<file path="src/rtl/csi_pkg.sv">
// Purpose: Shared constants and types for the processor system interface request block.
// Assumes: One 100 MHz clock; AHB-Lite register slave with 32-bit data.
// Notes: Command field layouts are local choices; the block does not decode them beyond these bits.
package csi_pkg;
  localparam int ADDR_W = 32;
  localparam int NCMD_W = 9;
  localparam int LCMD_W = 5;
  localparam int BLOCK_WORDS = 8;
  localparam int MAX_READS = 4;
  // AHB register byte offsets
  localparam logic [7:0] REG_CTRL = 8'h00;
  localparam logic [7:0] REG_STATUS = 8'h04;
  localparam logic [7:0] REG_BUSERR = 8'h08;
  localparam logic [7:0] REG_PARERR = 8'h0C;
  // Control register fields and reset values
  localparam int CTRL_MULTI_BIT = 0;
  localparam int CTRL_PARCHK_BIT = 1;
  localparam logic [1:0] CTRL_RESET = 2'h0;
  // Status register fields
  localparam int STAT_LEGACY_BIT = 0;
  localparam int STAT_BUSY_BIT = 1;
  localparam int STAT_PEND_LSB = 4;
  // Native command field bits
  localparam int NCMD_DATA_BIT = 8;
  localparam int NCMD_WRITE_BIT = 7;
  localparam int NCMD_LAST_BIT = 6;
  localparam int NCMD_ERR_BIT = 5;
  // Legacy command field bits
  localparam int LCMD_DATA_BIT = 4;
  localparam int LCMD_WRITE_BIT = 3;
  localparam int LCMD_LAST_BIT = 3;
  localparam int LCMD_ERR_BIT = 2;
  // AHB encodings
  localparam logic [1:0] HTRANS_NONSEQ = 2'h2;
  localparam logic [2:0] HSIZE_WORD = 3'h2;

  typedef enum logic [2:0] {
    SZ_BLOCK = 3'h0,
    SZ_DWORD = 3'h1,
    SZ_PDWORD = 3'h2,
    SZ_WORD = 3'h3,
    SZ_PWORD = 3'h4
  } csi_size_t;

  typedef enum logic [2:0] {
    EV_IFETCH_MISS = 3'h0,
    EV_LOAD_MISS = 3'h1,
    EV_STORE_MISS = 3'h2,
    EV_UNC_LOAD = 3'h3,
    EV_UNC_STORE = 3'h4,
    EV_CACHEOP_WB = 3'h5,
    EV_CACHEOP_FILL = 3'h6
  } csi_event_t;

  typedef enum logic [1:0] {
    ST_IDLE = 2'h0,
    ST_ADDR = 2'h1,
    ST_WDATA = 2'h2
  } csi_state_t;

  typedef struct packed {
    csi_event_t kind;
    csi_size_t size;
    logic [ADDR_W-1:0] addr;
  } csi_evt_t;

  typedef struct packed {
    logic [31:0] data;
    logic last;
    logic err;
  } csi_rsp_t;

  function automatic logic [3:0] csi_beats(input csi_size_t sz);
    case (sz)
      SZ_BLOCK: csi_beats = 4'(BLOCK_WORDS);
      SZ_DWORD, SZ_PDWORD: csi_beats = 4'h2;
      default: csi_beats = 4'h1;
    endcase
  endfunction

  function automatic logic csi_is_write(input csi_event_t k);
    csi_is_write = (k == EV_UNC_STORE) || (k == EV_CACHEOP_WB);
  endfunction
endpackage

</file>
<file path="src/rtl/csi_requester.sv">
// Purpose: Processor-side request issuer for the multiplexed system interface.
// Assumes: All inputs synchronous to i_clk_sys; agent respects ordering and bus release.
// Notes: Each register and each pin output comes from a flop.
// Functional notes
// Compat select low at cold reset picks legacy protocol; high picks native protocol.
// Legacy mode forbids multiple split reads and bus parity generation or checking.
// Native mode: one shared bidirectional 32-bit address/data bus.
// Native mode: bidirectional 9-bit command bus accompanies each address or data.
// Legacy mode: command bus narrows to 5 bits, 32-bit data bus kept.
// Request is address plus command; writes send data beats, reads await response.
// All issued transactions are noncoherent; no snooping logic exists.
// Requests come from fetch misses, load/store misses, uncached accesses, cache ops.
// Transfer sizes: block, doubleword, partial doubleword, word, partial word.
// Configuration bit selects single-transaction or multiple-split-read sequencing.
// Single mode: after a read, wait for its response before any request.
// Single mode: write only when no read is outstanding.
// Split mode: several reads outstanding, writes may interleave.
// Agent must not split or overlap its own requests to the processor.
// Active-low read-ready input throttles read issue.
// Separate active-low write-ready input throttles write issue.
// Issue only if matching ready was asserted two cycles before issue cycle.
// Agent returns read responses in issue order.
// Read completes, no longer pending, only after final response word.
// Erroneous data identifier on response raises a bus error for that read.
// Each party floats shared buses when not driving; only one drives.
`timescale 1ns/100ps
module csi_requester
  import csi_pkg::*;
#(
  parameter int MAX_RD = MAX_READS
) (
  input wire logic i_clk_sys,
  input wire logic i_reset_n,
  // AHB-Lite register slave
  input wire logic hsel,
  input wire logic [31:0] haddr,
  input wire logic [1:0] htrans,
  input wire logic hwrite,
  input wire logic [2:0] hsize,
  input wire logic [31:0] hwdata,
  input wire logic hready,
  output logic [31:0] hrdata,
  output logic hreadyout,
  output logic hresp,
  // System event side
  input wire logic i_evt_valid,
  input wire csi_evt_t i_evt,
  input wire logic [BLOCK_WORDS*32-1:0] i_evt_wdata,
  output logic o_evt_accept,
  output csi_rsp_t o_rsp,
  output logic o_rsp_valid,
  output logic o_bus_error,
  // System interface pins
  input wire logic i_compat_protocol_select_n,
  input wire logic [31:0] i_mux_addr_data_bus,
  output logic [31:0] o_mux_addr_data_bus,
  output logic o_mux_addr_data_bus_oe_n,
  input wire logic [NCMD_W-1:0] i_bus_command_field,
  output logic [NCMD_W-1:0] o_bus_command_field,
  output logic o_bus_command_field_oe_n,
  input wire logic [3:0] i_bus_parity,
  output logic [3:0] o_bus_parity,
  output logic o_valid_out_n,
  input wire logic i_valid_in_n,
  input wire logic i_read_accept_n,
  input wire logic i_write_accept_n
);
  localparam int PW = $clog2(MAX_RD + 1);
  localparam int IW = (MAX_RD > 1) ? $clog2(MAX_RD) : 1;

  logic rst_meta_n, rst_n;
  always_ff @(posedge i_clk_sys or negedge i_reset_n) begin
    if (!i_reset_n) begin
      rst_meta_n <= 1'b0;
      rst_n <= 1'b0;
    end else begin
      rst_meta_n <= 1'b1;
      rst_n <= rst_meta_n;
    end
  end

  // Mode strap is caught by a clock edge after release, never by the reset itself
  logic strap_done, legacy_compat_mode;
  logic next_strap_done, next_legacy;
  always_comb begin
    next_strap_done = 1'b1;
    next_legacy = strap_done ? legacy_compat_mode : ~i_compat_protocol_select_n;
  end
  always_ff @(posedge i_clk_sys or negedge rst_n) begin
    if (!rst_n) begin
      strap_done <= 1'b0;
      legacy_compat_mode <= 1'b0;
    end else begin
      strap_done <= next_strap_done;
      legacy_compat_mode <= next_legacy;
    end
  end

  // Registers
  logic [1:0] ctrl;
  logic [15:0] buserr_cnt, parerr_cnt;
  logic ahb_wr_pend;
  logic [7:0] ahb_addr_q;
  logic [1:0] next_ctrl;
  logic [31:0] next_hrdata;
  logic next_wr_pend;
  logic [7:0] next_addr_q;
  logic multi_mode, par_mode;
  logic busy;
  logic [PW-1:0] pend_cnt;
  logic ahb_go;

  assign multi_mode = ctrl[CTRL_MULTI_BIT] & ~legacy_compat_mode;
  assign par_mode = ~legacy_compat_mode;
  assign ahb_go = hsel & hready & (htrans == HTRANS_NONSEQ);

  always_comb begin
    next_ctrl = ctrl;
    next_wr_pend = ahb_go & hwrite;
    next_addr_q = haddr[7:0];
    next_hrdata = hrdata;
    if (ahb_wr_pend && ahb_addr_q == REG_CTRL) begin
      next_ctrl = hwdata[1:0];
    end
    if (ahb_go && !hwrite) begin
      case (haddr[7:0])
        REG_CTRL: next_hrdata = {30'h0, ctrl};
        REG_STATUS: next_hrdata = 32'({pend_cnt, 2'h0, busy, legacy_compat_mode});
        REG_BUSERR: next_hrdata = {16'h0, buserr_cnt};
        REG_PARERR: next_hrdata = {16'h0, parerr_cnt};
        default: next_hrdata = 32'h0;
      endcase
    end
  end
  always_ff @(posedge i_clk_sys or negedge rst_n) begin
    if (!rst_n) begin
      ctrl <= CTRL_RESET;
      ahb_wr_pend <= 1'b0;
      ahb_addr_q <= 8'h00;
      hrdata <= 32'h0;
      hreadyout <= 1'b1;
      hresp <= 1'b0;
    end else begin
      ctrl <= next_ctrl;
      ahb_wr_pend <= next_wr_pend;
      ahb_addr_q <= next_addr_q;
      hrdata <= next_hrdata;
      hreadyout <= 1'b1;
      hresp <= 1'b0;
    end
  end

  // Issue sequencer and read tracking
  csi_state_t state, next_state;
  logic [31:0] wbuf [BLOCK_WORDS];
  logic [31:0] next_wbuf [BLOCK_WORDS];
  logic [3:0] beat, next_beat, nbeats, next_nbeats;
  csi_evt_t cur, next_cur;
  logic [PW-1:0] next_pend;
  csi_size_t szq [MAX_RD];
  csi_size_t next_szq [MAX_RD];
  logic [IW-1:0] qwr, qrd, next_qwr, next_qrd;
  logic [3:0] rbeat, next_rbeat;
  logic rerr, next_rerr;
  logic [31:0] next_bus;
  logic [NCMD_W-1:0] next_cmd;
  logic next_drive, next_accept, next_rsp_valid, next_bus_error;
  csi_rsp_t next_rsp;
  logic [15:0] next_buserr, next_parerr;
  logic can_rd, can_wr, take, is_wr, rsp_word, rsp_last, rsp_err, par_bad;
  logic [NCMD_W-1:0] cmd_word;

  assign busy = (state != ST_IDLE);
  // Single mode holds all issue while a read is pending; split mode caps the count
  // Ready is judged at the take edge, two cycles ahead of the issue cycle
  assign can_rd = ~i_read_accept_n &
                  (multi_mode ? (pend_cnt < PW'(MAX_RD)) : (pend_cnt == '0));
  assign can_wr = ~i_write_accept_n & (multi_mode | (pend_cnt == '0));
  assign is_wr = csi_is_write(i_evt.kind);
  // Response words only arrive while the agent owns the bus
  assign rsp_word = ~i_valid_in_n & o_mux_addr_data_bus_oe_n &
                    (legacy_compat_mode ? i_bus_command_field[LCMD_DATA_BIT] : i_bus_command_field[NCMD_DATA_BIT]);
  assign rsp_err = legacy_compat_mode ? i_bus_command_field[LCMD_ERR_BIT] : i_bus_command_field[NCMD_ERR_BIT];
  assign rsp_last = (rbeat + 4'h1) >= csi_beats(szq[qrd]);
  assign par_bad = ctrl[CTRL_PARCHK_BIT] & par_mode & (pend_cnt != '0) & rsp_word &
                   (i_bus_parity != {^i_mux_addr_data_bus[31:24], ^i_mux_addr_data_bus[23:16],
                                     ^i_mux_addr_data_bus[15:8], ^i_mux_addr_data_bus[7:0]});
  assign take = (state == ST_IDLE) & i_evt_valid & ~o_evt_accept & i_valid_in_n & (is_wr ? can_wr : can_rd);

  // Noncoherent by construction: nothing snoops the bus
  always_comb begin
    cmd_word = '0;
    if (legacy_compat_mode) begin
      cmd_word[LCMD_WRITE_BIT] = csi_is_write(cur.kind);
      cmd_word[2:0] = cur.size;
    end else begin
      cmd_word[NCMD_WRITE_BIT] = csi_is_write(cur.kind);
      cmd_word[2:0] = cur.size;
    end
  end

  always_comb begin
    next_state = state;
    next_wbuf = wbuf;
    next_beat = beat;
    next_nbeats = nbeats;
    next_cur = cur;
    next_pend = pend_cnt;
    next_szq = szq;
    next_qwr = qwr;
    next_qrd = qrd;
    next_rbeat = rbeat;
    next_rerr = rerr;
    next_bus = o_mux_addr_data_bus;
    next_cmd = '0;
    next_drive = 1'b0;
    next_accept = 1'b0;
    next_rsp_valid = 1'b0;
    next_rsp = o_rsp;
    next_bus_error = 1'b0;
    next_buserr = buserr_cnt;
    next_parerr = par_bad ? parerr_cnt + 16'h1 : parerr_cnt;
    case (state)
      ST_IDLE: begin
        if (take) begin
          next_cur = i_evt;
          next_nbeats = csi_beats(i_evt.size);
          for (int i = 0; i < BLOCK_WORDS; i++) begin
            next_wbuf[i] = i_evt_wdata[i*32 +: 32];
          end
          next_accept = 1'b1;
          next_state = ST_ADDR;
        end
      end
      ST_ADDR: begin
        // Issue cycle: address with its command on the shared buses
        next_bus = cur.addr;
        next_cmd = cmd_word;
        next_drive = 1'b1;
        next_beat = 4'h0;
        next_state = csi_is_write(cur.kind) ? ST_WDATA : ST_IDLE;
      end
      ST_WDATA: begin
        next_bus = wbuf[beat[2:0]];
        next_cmd[legacy_compat_mode ? LCMD_DATA_BIT : NCMD_DATA_BIT] = 1'b1;
        next_cmd[legacy_compat_mode ? LCMD_LAST_BIT : NCMD_LAST_BIT] = (beat + 4'h1) == nbeats;
        next_drive = 1'b1;
        next_beat = beat + 4'h1;
        if ((beat + 4'h1) == nbeats) begin
          next_state = ST_IDLE;
        end
      end
      default: next_state = ST_IDLE;
    endcase
    // A read becomes pending on its issue cycle
    if (state == ST_ADDR && !csi_is_write(cur.kind)) begin
      next_szq[qwr] = cur.size;
      next_qwr = (qwr == IW'(MAX_RD - 1)) ? '0 : qwr + IW'(1);
      next_pend = next_pend + PW'(1);
    end
    // Responses taken in issue order, one size record per pending read
    if (rsp_word && pend_cnt != '0) begin
      next_rsp_valid = 1'b1;
      next_rsp.data = i_mux_addr_data_bus;
      next_rsp.last = rsp_last;
      next_rsp.err = rsp_err;
      next_rerr = rerr | rsp_err;
      next_rbeat = rbeat + 4'h1;
      if (rsp_last) begin
        next_rbeat = 4'h0;
        next_rerr = 1'b0;
        next_qrd = (qrd == IW'(MAX_RD - 1)) ? '0 : qrd + IW'(1);
        next_pend = next_pend - PW'(1);
        if (rerr || rsp_err) begin
          next_bus_error = 1'b1;
          next_buserr = buserr_cnt + 16'h1;
        end
      end
    end
  end

  always_ff @(posedge i_clk_sys or negedge rst_n) begin
    if (!rst_n) begin
      state <= ST_IDLE;
      for (int i = 0; i < BLOCK_WORDS; i++) begin
        wbuf[i] <= 32'h0;
      end
      for (int i = 0; i < MAX_RD; i++) begin
        szq[i] <= SZ_BLOCK;
      end
      beat <= 4'h0;
      nbeats <= 4'h0;
      cur <= '0;
      pend_cnt <= '0;
      qwr <= '0;
      qrd <= '0;
      rbeat <= 4'h0;
      rerr <= 1'b0;
      buserr_cnt <= 16'h0;
      parerr_cnt <= 16'h0;
      o_mux_addr_data_bus <= 32'h0;
      o_mux_addr_data_bus_oe_n <= 1'b1;
      o_bus_command_field <= '0;
      o_bus_command_field_oe_n <= 1'b1;
      o_bus_parity <= 4'h0;
      o_valid_out_n <= 1'b1;
      o_evt_accept <= 1'b0;
      o_rsp <= '0;
      o_rsp_valid <= 1'b0;
      o_bus_error <= 1'b0;
    end else begin
      state <= next_state;
      wbuf <= next_wbuf;
      szq <= next_szq;
      beat <= next_beat;
      nbeats <= next_nbeats;
      cur <= next_cur;
      pend_cnt <= next_pend;
      qwr <= next_qwr;
      qrd <= next_qrd;
      rbeat <= next_rbeat;
      rerr <= next_rerr;
      buserr_cnt <= next_buserr;
      parerr_cnt <= next_parerr;
      o_mux_addr_data_bus <= next_bus;
      // Released whenever not issuing, so the agent may drive
      o_mux_addr_data_bus_oe_n <= ~next_drive;
      o_bus_command_field <= next_cmd;
      o_bus_command_field_oe_n <= ~next_drive;
      // Parity only in native mode
      o_bus_parity <= (next_drive && par_mode) ?
                      {^next_bus[31:24], ^next_bus[23:16], ^next_bus[15:8], ^next_bus[7:0]} : 4'h0;
      o_valid_out_n <= ~next_drive;
      o_evt_accept <= next_accept;
      o_rsp <= next_rsp;
      o_rsp_valid <= next_rsp_valid;
      o_bus_error <= next_bus_error;
    end
  end
endmodule

</file>
<file path="config.mk">
export PLATFORM = sky130hd
export DESIGN_NAME = csi_requester
export DESIGN_NICKNAME = d
export VERILOG_FILES = /design/src/rtl/csi_pkg.sv /design/src/rtl/csi_requester.sv
export SDC_FILE = /design/constraint.sdc
export NUM_CORES = 1
export LEC_CHECK = 0
export BUFFER_PORTS_ARGS = -buffer_cell sky130_fd_sc_hd__buf_2
export CAP_MARGIN = 25
export CELL_PAD_IN_SITES_DETAIL_PLACEMENT = 0
export CELL_PAD_IN_SITES_GLOBAL_PLACEMENT = 2
export CORE_AREA = 2 2 255 257
export CTS_CLUSTER_SIZE = 16
export DETAILED_ROUTE_END_ITERATION = 6
export DIE_AREA = 0 0 257 259
export HOLD_SLACK_MARGIN = 0.06
export PLACE_DENSITY = 0.8
export SYNTH_ARGS = -nofsm -noshare
export SYNTH_HDL_FRONTEND = slang
export SYNTH_SLANG_ARGS = --single-unit
</file>
<file path="constraint.sdc">
create_clock -name i_clk_sys -period 19.3 [get_ports i_clk_sys]
set_input_delay 1.93 -clock i_clk_sys [delete_from_list [all_inputs] [get_ports i_clk_sys]]
set_output_delay 1.93 -clock i_clk_sys [all_outputs]
set_load 0.005 [all_outputs]
</file>
==> results of run 1 <==
[cell usage in the layout (no fill, tap or decap), types with 10 or more instances in the layout]
cell type	count
clkbuf_8	12
ha_1	18
nor2_1	21
nand3_1	17
nand2_1	924
clkbuf_16	55
buf_4	14
conb_1	21
mux4_2	69
diode_2	17
xor2_1	26
clkinv_2	15
buf_2	454
o21ai_0	13
inv_1	15
dfrtp_1	466
mux2_2	53
a22o_1	35
nor3_1	11
a221o_1	31
xnor2_1	68
mux2i_1	19
nand4_1	10
[stage by stage]
step	instance area (sq um)	hold slack [ns]	worst slack [ns]	power (W)	utilization
6_report	25900	0.356	15.19	0.00356	0.405
3_3_place_gp	23800	0.341	14.12	0.00254	0.373
2_1_floorplan	20900	0.331	5.20	0.00225	-
4_1_cts	25700	0.364	14.69	0.00361	0.402
3_5_place_dp	23900	0.337	14.07	0.00259	0.374
5_1_grt	25800	0.387	14.97	0.00381	0.404
[sequential cells by signal, summed over array words and instances, names as in the netlist, 8 cells and up]
name and flops:
ahb_addr_q 8, buserr_cnt 16, cur 34, hrdata 16, o_bus_command_field 8, o_mux_addr_data_bus 32, o_rsp 34, parerr_cnt 16
szq 12, wbuf 256
[logic make-up after synthesis]
logic type                 after synthesis  share of synthesized area
adders and majority gates               18                     0.0108
buffers and inverters                  147                     0.0321
and+or+nand+nor                       1016                      0.192
muxes                                  141                      0.112
AOI/OAI and AO/OA                      114                     0.0443
DFF                                    471                      0.565
other                                    2                   0.000360
xor gates and xnor gates                98                     0.0438
[routing by layer]
metal	vias to the layer above	share of wire
li1	7439	-
met1	7781	0.44
met2	419	0.47
met3	117	0.067
met4	42	0.019
met5	-	0.0041
[final cells by class]
| class | instances | area, sq um |
|---|---|---|
| tap | 855 | 1070 |
| clock inverter | 22 | 175 |
| fill | 6296 | 38000 |
| inverter | 19 | 78.8 |
| timing repair buffer | 478 | 2640 |
| clock buffer | 73 | 1560 |
| antenna | 17 | 42.5 |
| multi-input combinational | 1408 | 8490 |
| sequential | 471 | 11800 |
[power breakdown]
| group | total, W | internal [W] | switching [W] | leakage [nW] |
|---|---|---|---|---|
| Combinational | 0.000958 | 0.000465 | 0.000493 | 6.39 |
| Clock | 0.00100 | 0.000590 | 0.000412 | 0.867 |
| Sequential | 0.00160 | 0.00138 | 0.000223 | 6.00 |
[path summary, 6_finish.rpt]
path	end	slack (ns)	cells after the start
max	cur[28]$_DFFE_PN0P_	15.19	9
min	wbuf[4]$_DFFE_PN0P_	0.36	0
max reg2reg	o_bus_parity[2]$_DFF_PN0_	15.51	8
min reg2reg	wbuf[4]$_DFFE_PN0P_	0.36	0
max in group asynchronous	wbuf[81]$_DFFE_PN0P_	17.05	3
min in group i_clk_sys	rst_n$_DFF_PN0_	0.36	0
==> flow_summary.ini, run 1 <==
[placed_design]
io_buffers = 454
dp_hpwl_microns = 45000
gp_congestion = 0.864
dp.cells = 3225

[power_and_ir_drop]
power_density_mw_per_mm2 = 138
p_leak_nw = 13.3
ir_drop_uv = 70.8

[clock_network]
htreeDepth = 2
post-cts-setup-buffer-count = 0
path_clk_slew_ns = 0.06
cts_inserted_buffers = 53
cts_max_path_buffers = 3
cts_root_buf = clkbuf_16
cts_sinks = 471
cts_resized = 0
clk_latency_ns = 0.59
cts_tree = yes
ctsHoldBuffers = 0

[worst_setup_path]
crit_top_cell = nand2_1
crit_chain = buf_2 -> nand4b_1 -> a2111o_2 -> buf_12 -> inv_8 -> buf_4 -> buf_16 -> nand2_1 -> nand2_1
start_kind = input port
crit_slowest_cell = a2111o_2
critPathKind = input port to flip-flop
arrival_ns = 4.64
endpoint_kind = flip-flop
crit_buf_inv = 5
critical_path.max_stage_delay_ns = 0.51
cp-startpoint = i_valid_in_n
reg2reg_from = beat[0]$_DFFE_PN0N_
cp_max_fo = 188
crit_family = buffers and inverters
required_ns = 19.82

[global_route]
grt_pass1_vias = 16451
grt_use_met3 = 0.0578
grt_pass1_wl_microns = 97700
grt_use_total = 0.191
grt_max_degree = 189
busiest_layer = met2
grt.overflow.total = 0
grt_antenna_before_repair = 38
grt_use_met2 = 0.309
met1_usage = 0.251

[layout]
finalNonFillerCells = 3343
syn_to_final_growth_pct = 23.9
drive_above_1_share = 0.285
nets = 2867

[timing]
setup-tns-final_ns = 0
rsz0062_at_grt = no
hold_viol = 0
setup_viol = 0
min_period_over_period = 0.213
relSlewSlack = 0.354
max_freq_ghz = 0.243
worst_slew_pin_slew_ns = 0.969
slew_viol_final = 0
final.min_clock_period_ns = 4.11
fin_skew_ns = 0.0147

[synth]
yosysWarnings = 0
ys_ff_latch = 471
synth_most_common_cell = nand2_1
yosys-top-cells-count = nand2_1 (924), dfrtp_1 (470), clkbuf_1 (90), mux4_2 (69), xnor2_1 (68)
synthDistinctLibCells = 52
synthesis.instances = 2007
yosys-top-cells-area = dfrtp_1 (56%), nand2_1 (17%), mux4_2 (7.4%)
async_reset_ff_frac = 1.00
post_synth_instance_area_sq_mm = 0.0209
seq_area_frac_synth = 0.565
synth_flop_cell = dfrtp_1
synth_top_area_share = 0.564
synth_top_cell_by_area = dfrtp_1
synth-edff-count = 0
syn_area_per_cell_sq_um = 10.4

[run]
maxCapViolations = 0

[die]
die-height_microns = 259
rows = 93
ios = 537
core_sq_mm = 0.0639
dieWidth_microns = 257
initial_core_util = 0.327
die_area_sq_mm = 0.0666

[routing]
dr.pass1.iters = 4
via_count = 15798
vias_per_cell = 4.73
wl_microns = 64200
drt_iter0_markers = 928
drc = 0
drtAntennaViolNets = 0
wire_per_inst_microns = 19.2

[worst_hold_path]
holdCritPathClass = flip-flop to async pin

[outcome]
status = finished, final reports clean
No activity file was read; power rests on OpenSTA's default activity.
==> inputs of run 2 (changes only) <==
- clock period: 19.3 -> 4.15 ns (I/O delays scaled with it)
==> run 2 against run 1 <==
  * First-iteration DRC count is 6.4% higher
  * Global-route usage increased by 1.1 points
  * Wire length up 5.4%
  * Total power grew to 4.8 times the previous value
  * Via count up 8.3%
  * Die area unchanged
  * Design area grew 13%
  * Count of clock-buffer cells in the layout is 1 higher
  * Sequential power rose to 4.7 times the previous value
==> flow_summary.ini, run 2 (synthesized netlist as in run 1, its figures left out) <==
[outcome]
status = finished, final reports clean

[worst_setup_path]
r2r-end = o_bus_parity[1]$_DFF_PN0_
reg2reg_from = state[1]$_DFFE_PN0P_
cp_max_fo = 21
crit_top_cell = xnor2_1
start_kind = flip-flop
critPathKind = flip-flop to flip-flop
crit_slowest_cell = and3b_2
endpoint_kind = flip-flop
crit_chain = inv_1 -> ha_1 -> and3b_2 -> a22o_1 -> a221o_1 -> xnor2_1 -> xnor2_1 -> xnor2_1 -> nor2_1
required_ns = 4.62
reg2reg_slack_ns = 0.96
critical_path.max_stage_delay_ns = 0.82
arrival_ns = 3.66
r2r_cells = 9

[power_and_ir_drop]
power_density_mw_per_mm2 = 589
intPower_w = 0.0118
p_leak_nw = 14.7
p_sw_w = 0.00541
finalPower_w = 0.0172
netSwitchingFraction = 0.315
p_seq_frac = 0.433
clockPowerShare = 0.288
p_comb_frac = 0.279
ir_drop_uv = 293

[timing]
setup-tns-final_ns = 0
final.min_clock_period_ns = 3.19
hold_viol = 0
max_freq_ghz = 0.313
rsz0062_at_grt = no
relSlewSlack = 0.337
slew_viol_final = 0
setup_viol = 0
worst_slew_pin_slew_ns = 0.994
fin_skew_ns = 0.0144
min_period_over_period = 0.769

[global_route]
grt_antenna_before_repair = 2
grt_pass1_wl_microns = 104000
grt.overflow.total = 0
grt_use_total = 0.202
grt_pass1_vias = 18181
grt_max_degree = 122

[clock_network]
post-cts-setup-buffer-count = 0
cts_max_path_buffers = 3
cts_inserted_buffers = 54
clk_latency_ns = 0.60
cts_sinks = 471
path_clk_slew_ns = 0.06
htreeDepth = 2
cts_root_buf = clkbuf_16
cts_tree = yes
cts_resized = 0

[worst_hold_path]
min_to = wbuf[166]$_DFFE_PN0P_
hold-path-cell-count = 3
holdCritPathClass = input port to flip-flop
min_from = i_evt_wdata[70]

[layout]
final-seq-area_sq_mm = 0.0118
multi_input_area_sq_mm = 0.00849
largest_reg_flops = 256
nets = 3204
fill_cells = 6049
top_regs = wbuf: 256 flops, cur: 34 flops, o_rsp: 34 flops
drive_above_1_share = 0.252
final_common_cell = nand2_1
mostFrequentLayoutCells = nand2_1 (924), dfrtp_1 (466), buf_2 (454)
top_register = wbuf
syn_to_final_growth_pct = 40.0

[die]
rows = 93
initial_core_util = 0.327
dieWidth_microns = 257
die_area_sq_mm = 0.0666
die-height_microns = 259
core_sq_mm = 0.0639
ios = 537

[placed_design]
dp_hpwl_microns = 46900
gp_congestion = 0.852
io_buffers = 454

[routing]
drt_iter0_markers = 987
dr.pass1.iters = 5
wire_per_inst_microns = 18.5
via_count = 17113
drtAntennaViolNets = 0
vias_per_cell = 4.67
wl_microns = 67700
drc = 0

[run]
maxCapViolations = 0
## run 2: cell count changes in the layout (fill, tap and decap cells not counted)
cell / before / now
diode_2: 17 / 1
dlygate4sd3_1: 0 / 334
clkbuf_8: 12 / 8
buf_16: 8 / 0
buf_4: 14 / 17
bufinv_16: 2 / 6
buf_12: 2 / 9
clkbuf_1: 6 / 9
clkbuf_16: 55 / 57
clkinvlp_4: 3 / 2
inv_2: 3 / 2
clkinv_1: 0 / 1
## run 2: repair_timing
item | in CTS | in global routing
hold buffers | 334 | 0
hold endpoints to repair | 335 | 0
setup endpoints to repair | 0 | 0
## run 2: per-layer routing
metal / up-vias / part of all wire / global-route usage
met5: - / 0.00019 / 0
met4: 2 / 0.031 / 0.0654
met3: 121 / 0.059 / 0.0441
met2: 509 / 0.47 / 0.328
met1: 8391 / 0.44 / 0.270
li1: 8090 / - / -
## run 2: power groups by stage
stage	Combinational (W)	Sequential, W	Clock, W
floorplan	0.00315	0.00727	0
global placement	0.00451	0.00742	0
detailed placement	0.00460	0.00752	0
CTS	0.00488	0.00745	0.00511
global route	0.00544	0.00769	0.00529
finish	0.00480	0.00745	0.00496
## run 2: cell type report
type | instances | share of cell area
inverters | 19 | 0.00270
well taps | 855 | 0.0366
clock inverters | 25 | 0.00985
clock buffers | 74 | 0.0537
diodes | 1 | 0.0000856
repair buffers | 814 | 0.203
flip-flops and latches | 471 | 0.404
multi-input cells | 1408 | 0.290
## run 2: worst max-delay path, delay by kind of cell, from the launching register on
| family | cells | cell delay [ns] |
|---|---|---|
| adders and majority gates | 1 | 0.63 |
| and+or+nand+nor | 2 | 0.88 |
| xor gates and xnor gates | 3 | 0.48 |
| buffers and inverters | 1 | 0.08 |
| DFF | 1 | 0.36 |
| AOI/OAI and AO/OA | 2 | 0.64 |
## run 2: worst max path at each step
stage | start | end | slack, ns | cells past startpoint
6_report | state[1]$_DFFE_PN0P_ | o_bus_parity[1]$_DFF_PN0_ | 0.96 | 9
5_1_grt | qrd[0]$_DFFE_PN0P_ | buserr_cnt[15]$_DFFE_PN0P_ | 0.73 | 9
4_1_cts | state[0]$_DFFE_PN0P_ | o_bus_parity[1]$_DFF_PN0_ | 0.92 | 9
3_5_place_dp | qrd[0]$_DFFE_PN0P_ | buserr_cnt[14]$_DFFE_PN0P_ | 0.97 | 10
3_3_place_gp | qrd[0]$_DFFE_PN0P_ | buserr_cnt[14]$_DFFE_PN0P_ | 0.97 | 10
2_1_floorplan | rst_n$_DFF_PN0_ | ahb_addr_q[0]$_DFF_PN0_ | -0.45 | 0
## run 2: through the flow
step	hold slack (ns)	worst slack, ns	cells	util	area [sq um]
4_1_cts	0.0615	0.923	3666	0.457	29200
2_1_floorplan	0.119	-0.450	2026	-	20900
3_3_place_gp	0.203	0.973	3233	0.376	24000
3_5_place_dp	0.205	0.970	3233	0.376	24000
6_report	0.0893	0.957	3667	0.457	29200
5_1_grt	0.0717	0.732	3667	0.457	29200
==> inputs of run 3 (changes only) <==
- CORE_AREA: 2 2 255 257 -> 2 2 267 269
- DIE_AREA: 0 0 257 259 -> 0 0 269 271
- PLACE_DENSITY: 0.8 -> 0.77
- clock period: 4.15 -> 2.7 ns (I/O delays scaled with it)
==> run 3 against run 2 <==
  * Core utilization shrank 2.7 points
  * The run now ends with setup timing left
  * Clock power is 44% higher
  * Critical endpoint is now buserr_cnt[11]$_DFFE_PN0P_
  * First-iteration DRC count is 20% higher
  * Via count up 1.7%
  * Combinational power up 68%
  * Count of clock-buffer cells in the layout is 7 higher
  * Fmax increased by 16%
  * Total power is 55% higher
==> flow_summary.ini, run 3 (synthesized netlist as in run 1, its figures left out) <==
[clock_network]
clk_latency_ns = 0.62
cts_root_buf = clkbuf_16
cts_max_path_buffers = 3
cts_tree = yes
cts_sinks = 471
path_clk_slew_ns = 0.06
cts_inserted_buffers = 53
htreeDepth = 2

[worst_setup_path]
reg2reg_from = qrd[0]$_DFFE_PN0P_
endpoint_kind = flip-flop
reg2reg_slack_ns = -0.05
critPathKind = flip-flop to flip-flop
r2r_cells = 11
r2r-end = buserr_cnt[11]$_DFFE_PN0P_
arrival_ns = 3.27
required_ns = 3.23
cp_max_fo = 4
start_kind = flip-flop

[power_and_ir_drop]
ir_drop_uv = 472
power_density_mw_per_mm2 = 888
p_leak_nw = 15.0

[placed_design]
dp_hpwl_microns = 51700
io_buffers = 454
place_area_sq_mm = 0.0245
dp.cells = 3355
gp_congestion = 0.817

[routing]
wl_microns = 72300
vias_per_cell = 4.56
drtAntennaViolNets = 0
drc = 0
wire_per_inst_microns = 18.9
drt_iter0_markers = 1181
via_count = 17398
dr.pass1.iters = 6

[timing]
whs_ns = 0.166
worst_slew_pin_slew_ns = 0.807
setup_viol = 7
slew_viol_final = 0
setup-tns-final_ns = -0.105
min_period_over_period = 1.02
fin_ws_ns = -0.0454
rsz0062_at_grt = yes
fin_skew_ns = 0.0245
max_freq_ghz = 0.364
final.min_clock_period_ns = 2.75
hold_viol = 0
relSlewSlack = 0.462

[layout]
finalNonFillerCells = 3817
design_area_sq_mm = 0.0301
fill_cells = 6763
nets = 3268
top_regs = wbuf: 256 flops, cur: 34 flops, o_rsp: 34 flops
largest_reg_flops = 256
mostFrequentLayoutCells = nand2_1 (923), dfrtp_1 (465), buf_2 (454)
final_common_cell = nand2_1
fin_util = 0.431
drive_above_1_share = 0.270
syn_to_final_growth_pct = 44.0
top_register = wbuf

[outcome]
status = finished, violations left
violations = setup timing

[run]
maxCapViolations = 0

[die]
initial_core_util = 0.299
die_area_sq_mm = 0.0729
rows = 97
die-height_microns = 271
core_sq_mm = 0.0698
dieWidth_microns = 269
ios = 537

[global_route]
grt.overflow.total = 0
grt_max_degree = 123
grt_pass1_wl_microns = 107000
grt_pass1_vias = 18317
grt_use_total = 0.195
grt_antenna_before_repair = 8

[worst_hold_path]
min_to = o_rsp[0]$_DFFE_PN0P_
hold-path-cell-count = 4
holdCritPathClass = input port to flip-flop
min_from = i_bus_command_field[5]
## run 3: stage by stage
stage          total power [W]  setup WS, ns
3_5_place_dp            0.0190        -0.239
2_1_floorplan           0.0161         -1.90
4_1_cts                 0.0268       -0.0387
6_report                0.0267       -0.0454
5_1_grt                 0.0286        -0.192
3_3_place_gp            0.0187        -0.221
## run 3: area by class of cell
type | instances | area [sq um] | area share
repair buffers | 879 | 6630 | 0.221
multi-input cells | 1408 | 8630 | 0.287
well taps | 940 | 1180 | 0.0391
flip-flops and latches | 471 | 11800 | 0.393
clock inverters | 15 | 196 | 0.00654
inverters | 19 | 78.8 | 0.00262
diodes | 4 | 10.0 | 0.000333
clock buffers | 81 | 1530 | 0.0510
## run 3: critical path: stages, from the launching register on
cell      delay [ns]
dfrtp_2         0.42
mux4_2          0.55
a21o_1          0.20
ha_1            0.26
nand2b_4        0.13
a211o_1         0.30
a21oi_4         0.23
buf_4           0.16
nor4_4          0.04
nor2b_4         0.16
nand3_1         0.11
xnor2_1         0.13
## run 3: worst max-delay path by stage
stage / startpoint / end / slack (ns)
floorplan: rst_n$_DFF_PN0_ / ahb_addr_q[0]$_DFF_PN0_ / -1.90
global placement: qrd[0]$_DFFE_PN0P_ / buserr_cnt[14]$_DFFE_PN0P_ / -0.22
detailed placement: qrd[0]$_DFFE_PN0P_ / buserr_cnt[8]$_DFFE_PN0P_ / -0.24
CTS: qrd[0]$_DFFE_PN0P_ / buserr_cnt[8]$_DFFE_PN0P_ / -0.04
global route: qrd[0]$_DFFE_PN0P_ / buserr_cnt[11]$_DFFE_PN0P_ / -0.19
finish: qrd[0]$_DFFE_PN0P_ / buserr_cnt[11]$_DFFE_PN0P_ / -0.05
## run 3: where the power goes
part | total (W) | switching (W) | internal, W | leakage [nW]
Clock | 0.00716 | 0.00296 | 0.00420 | 0.844
Sequential | 0.0115 | 0.00164 | 0.00985 | 6.00
Combinational | 0.00805 | 0.00396 | 0.00409 | 8.17
## run 3: metal layers
layer | GRT usage | share of wire | routed length (microns)
met5 | 0 | 0.00044 | 32
met4 | 0.0692 | 0.034 | 2490
met3 | 0.0382 | 0.065 | 4730
met2 | 0.322 | 0.47 | 34300
met1 | 0.253 | 0.43 | 30800
## run 3: repair_timing
action                                 4_1_cts  5_1_grt
pin swaps                                    6       14
setup endpoints to repair                   19       26
endpoints found under the hold margin      345        0
gates cloned                                 0        3
resized for setup                           11       26
hold buffers                               340        0
buffers inserted                             1       18
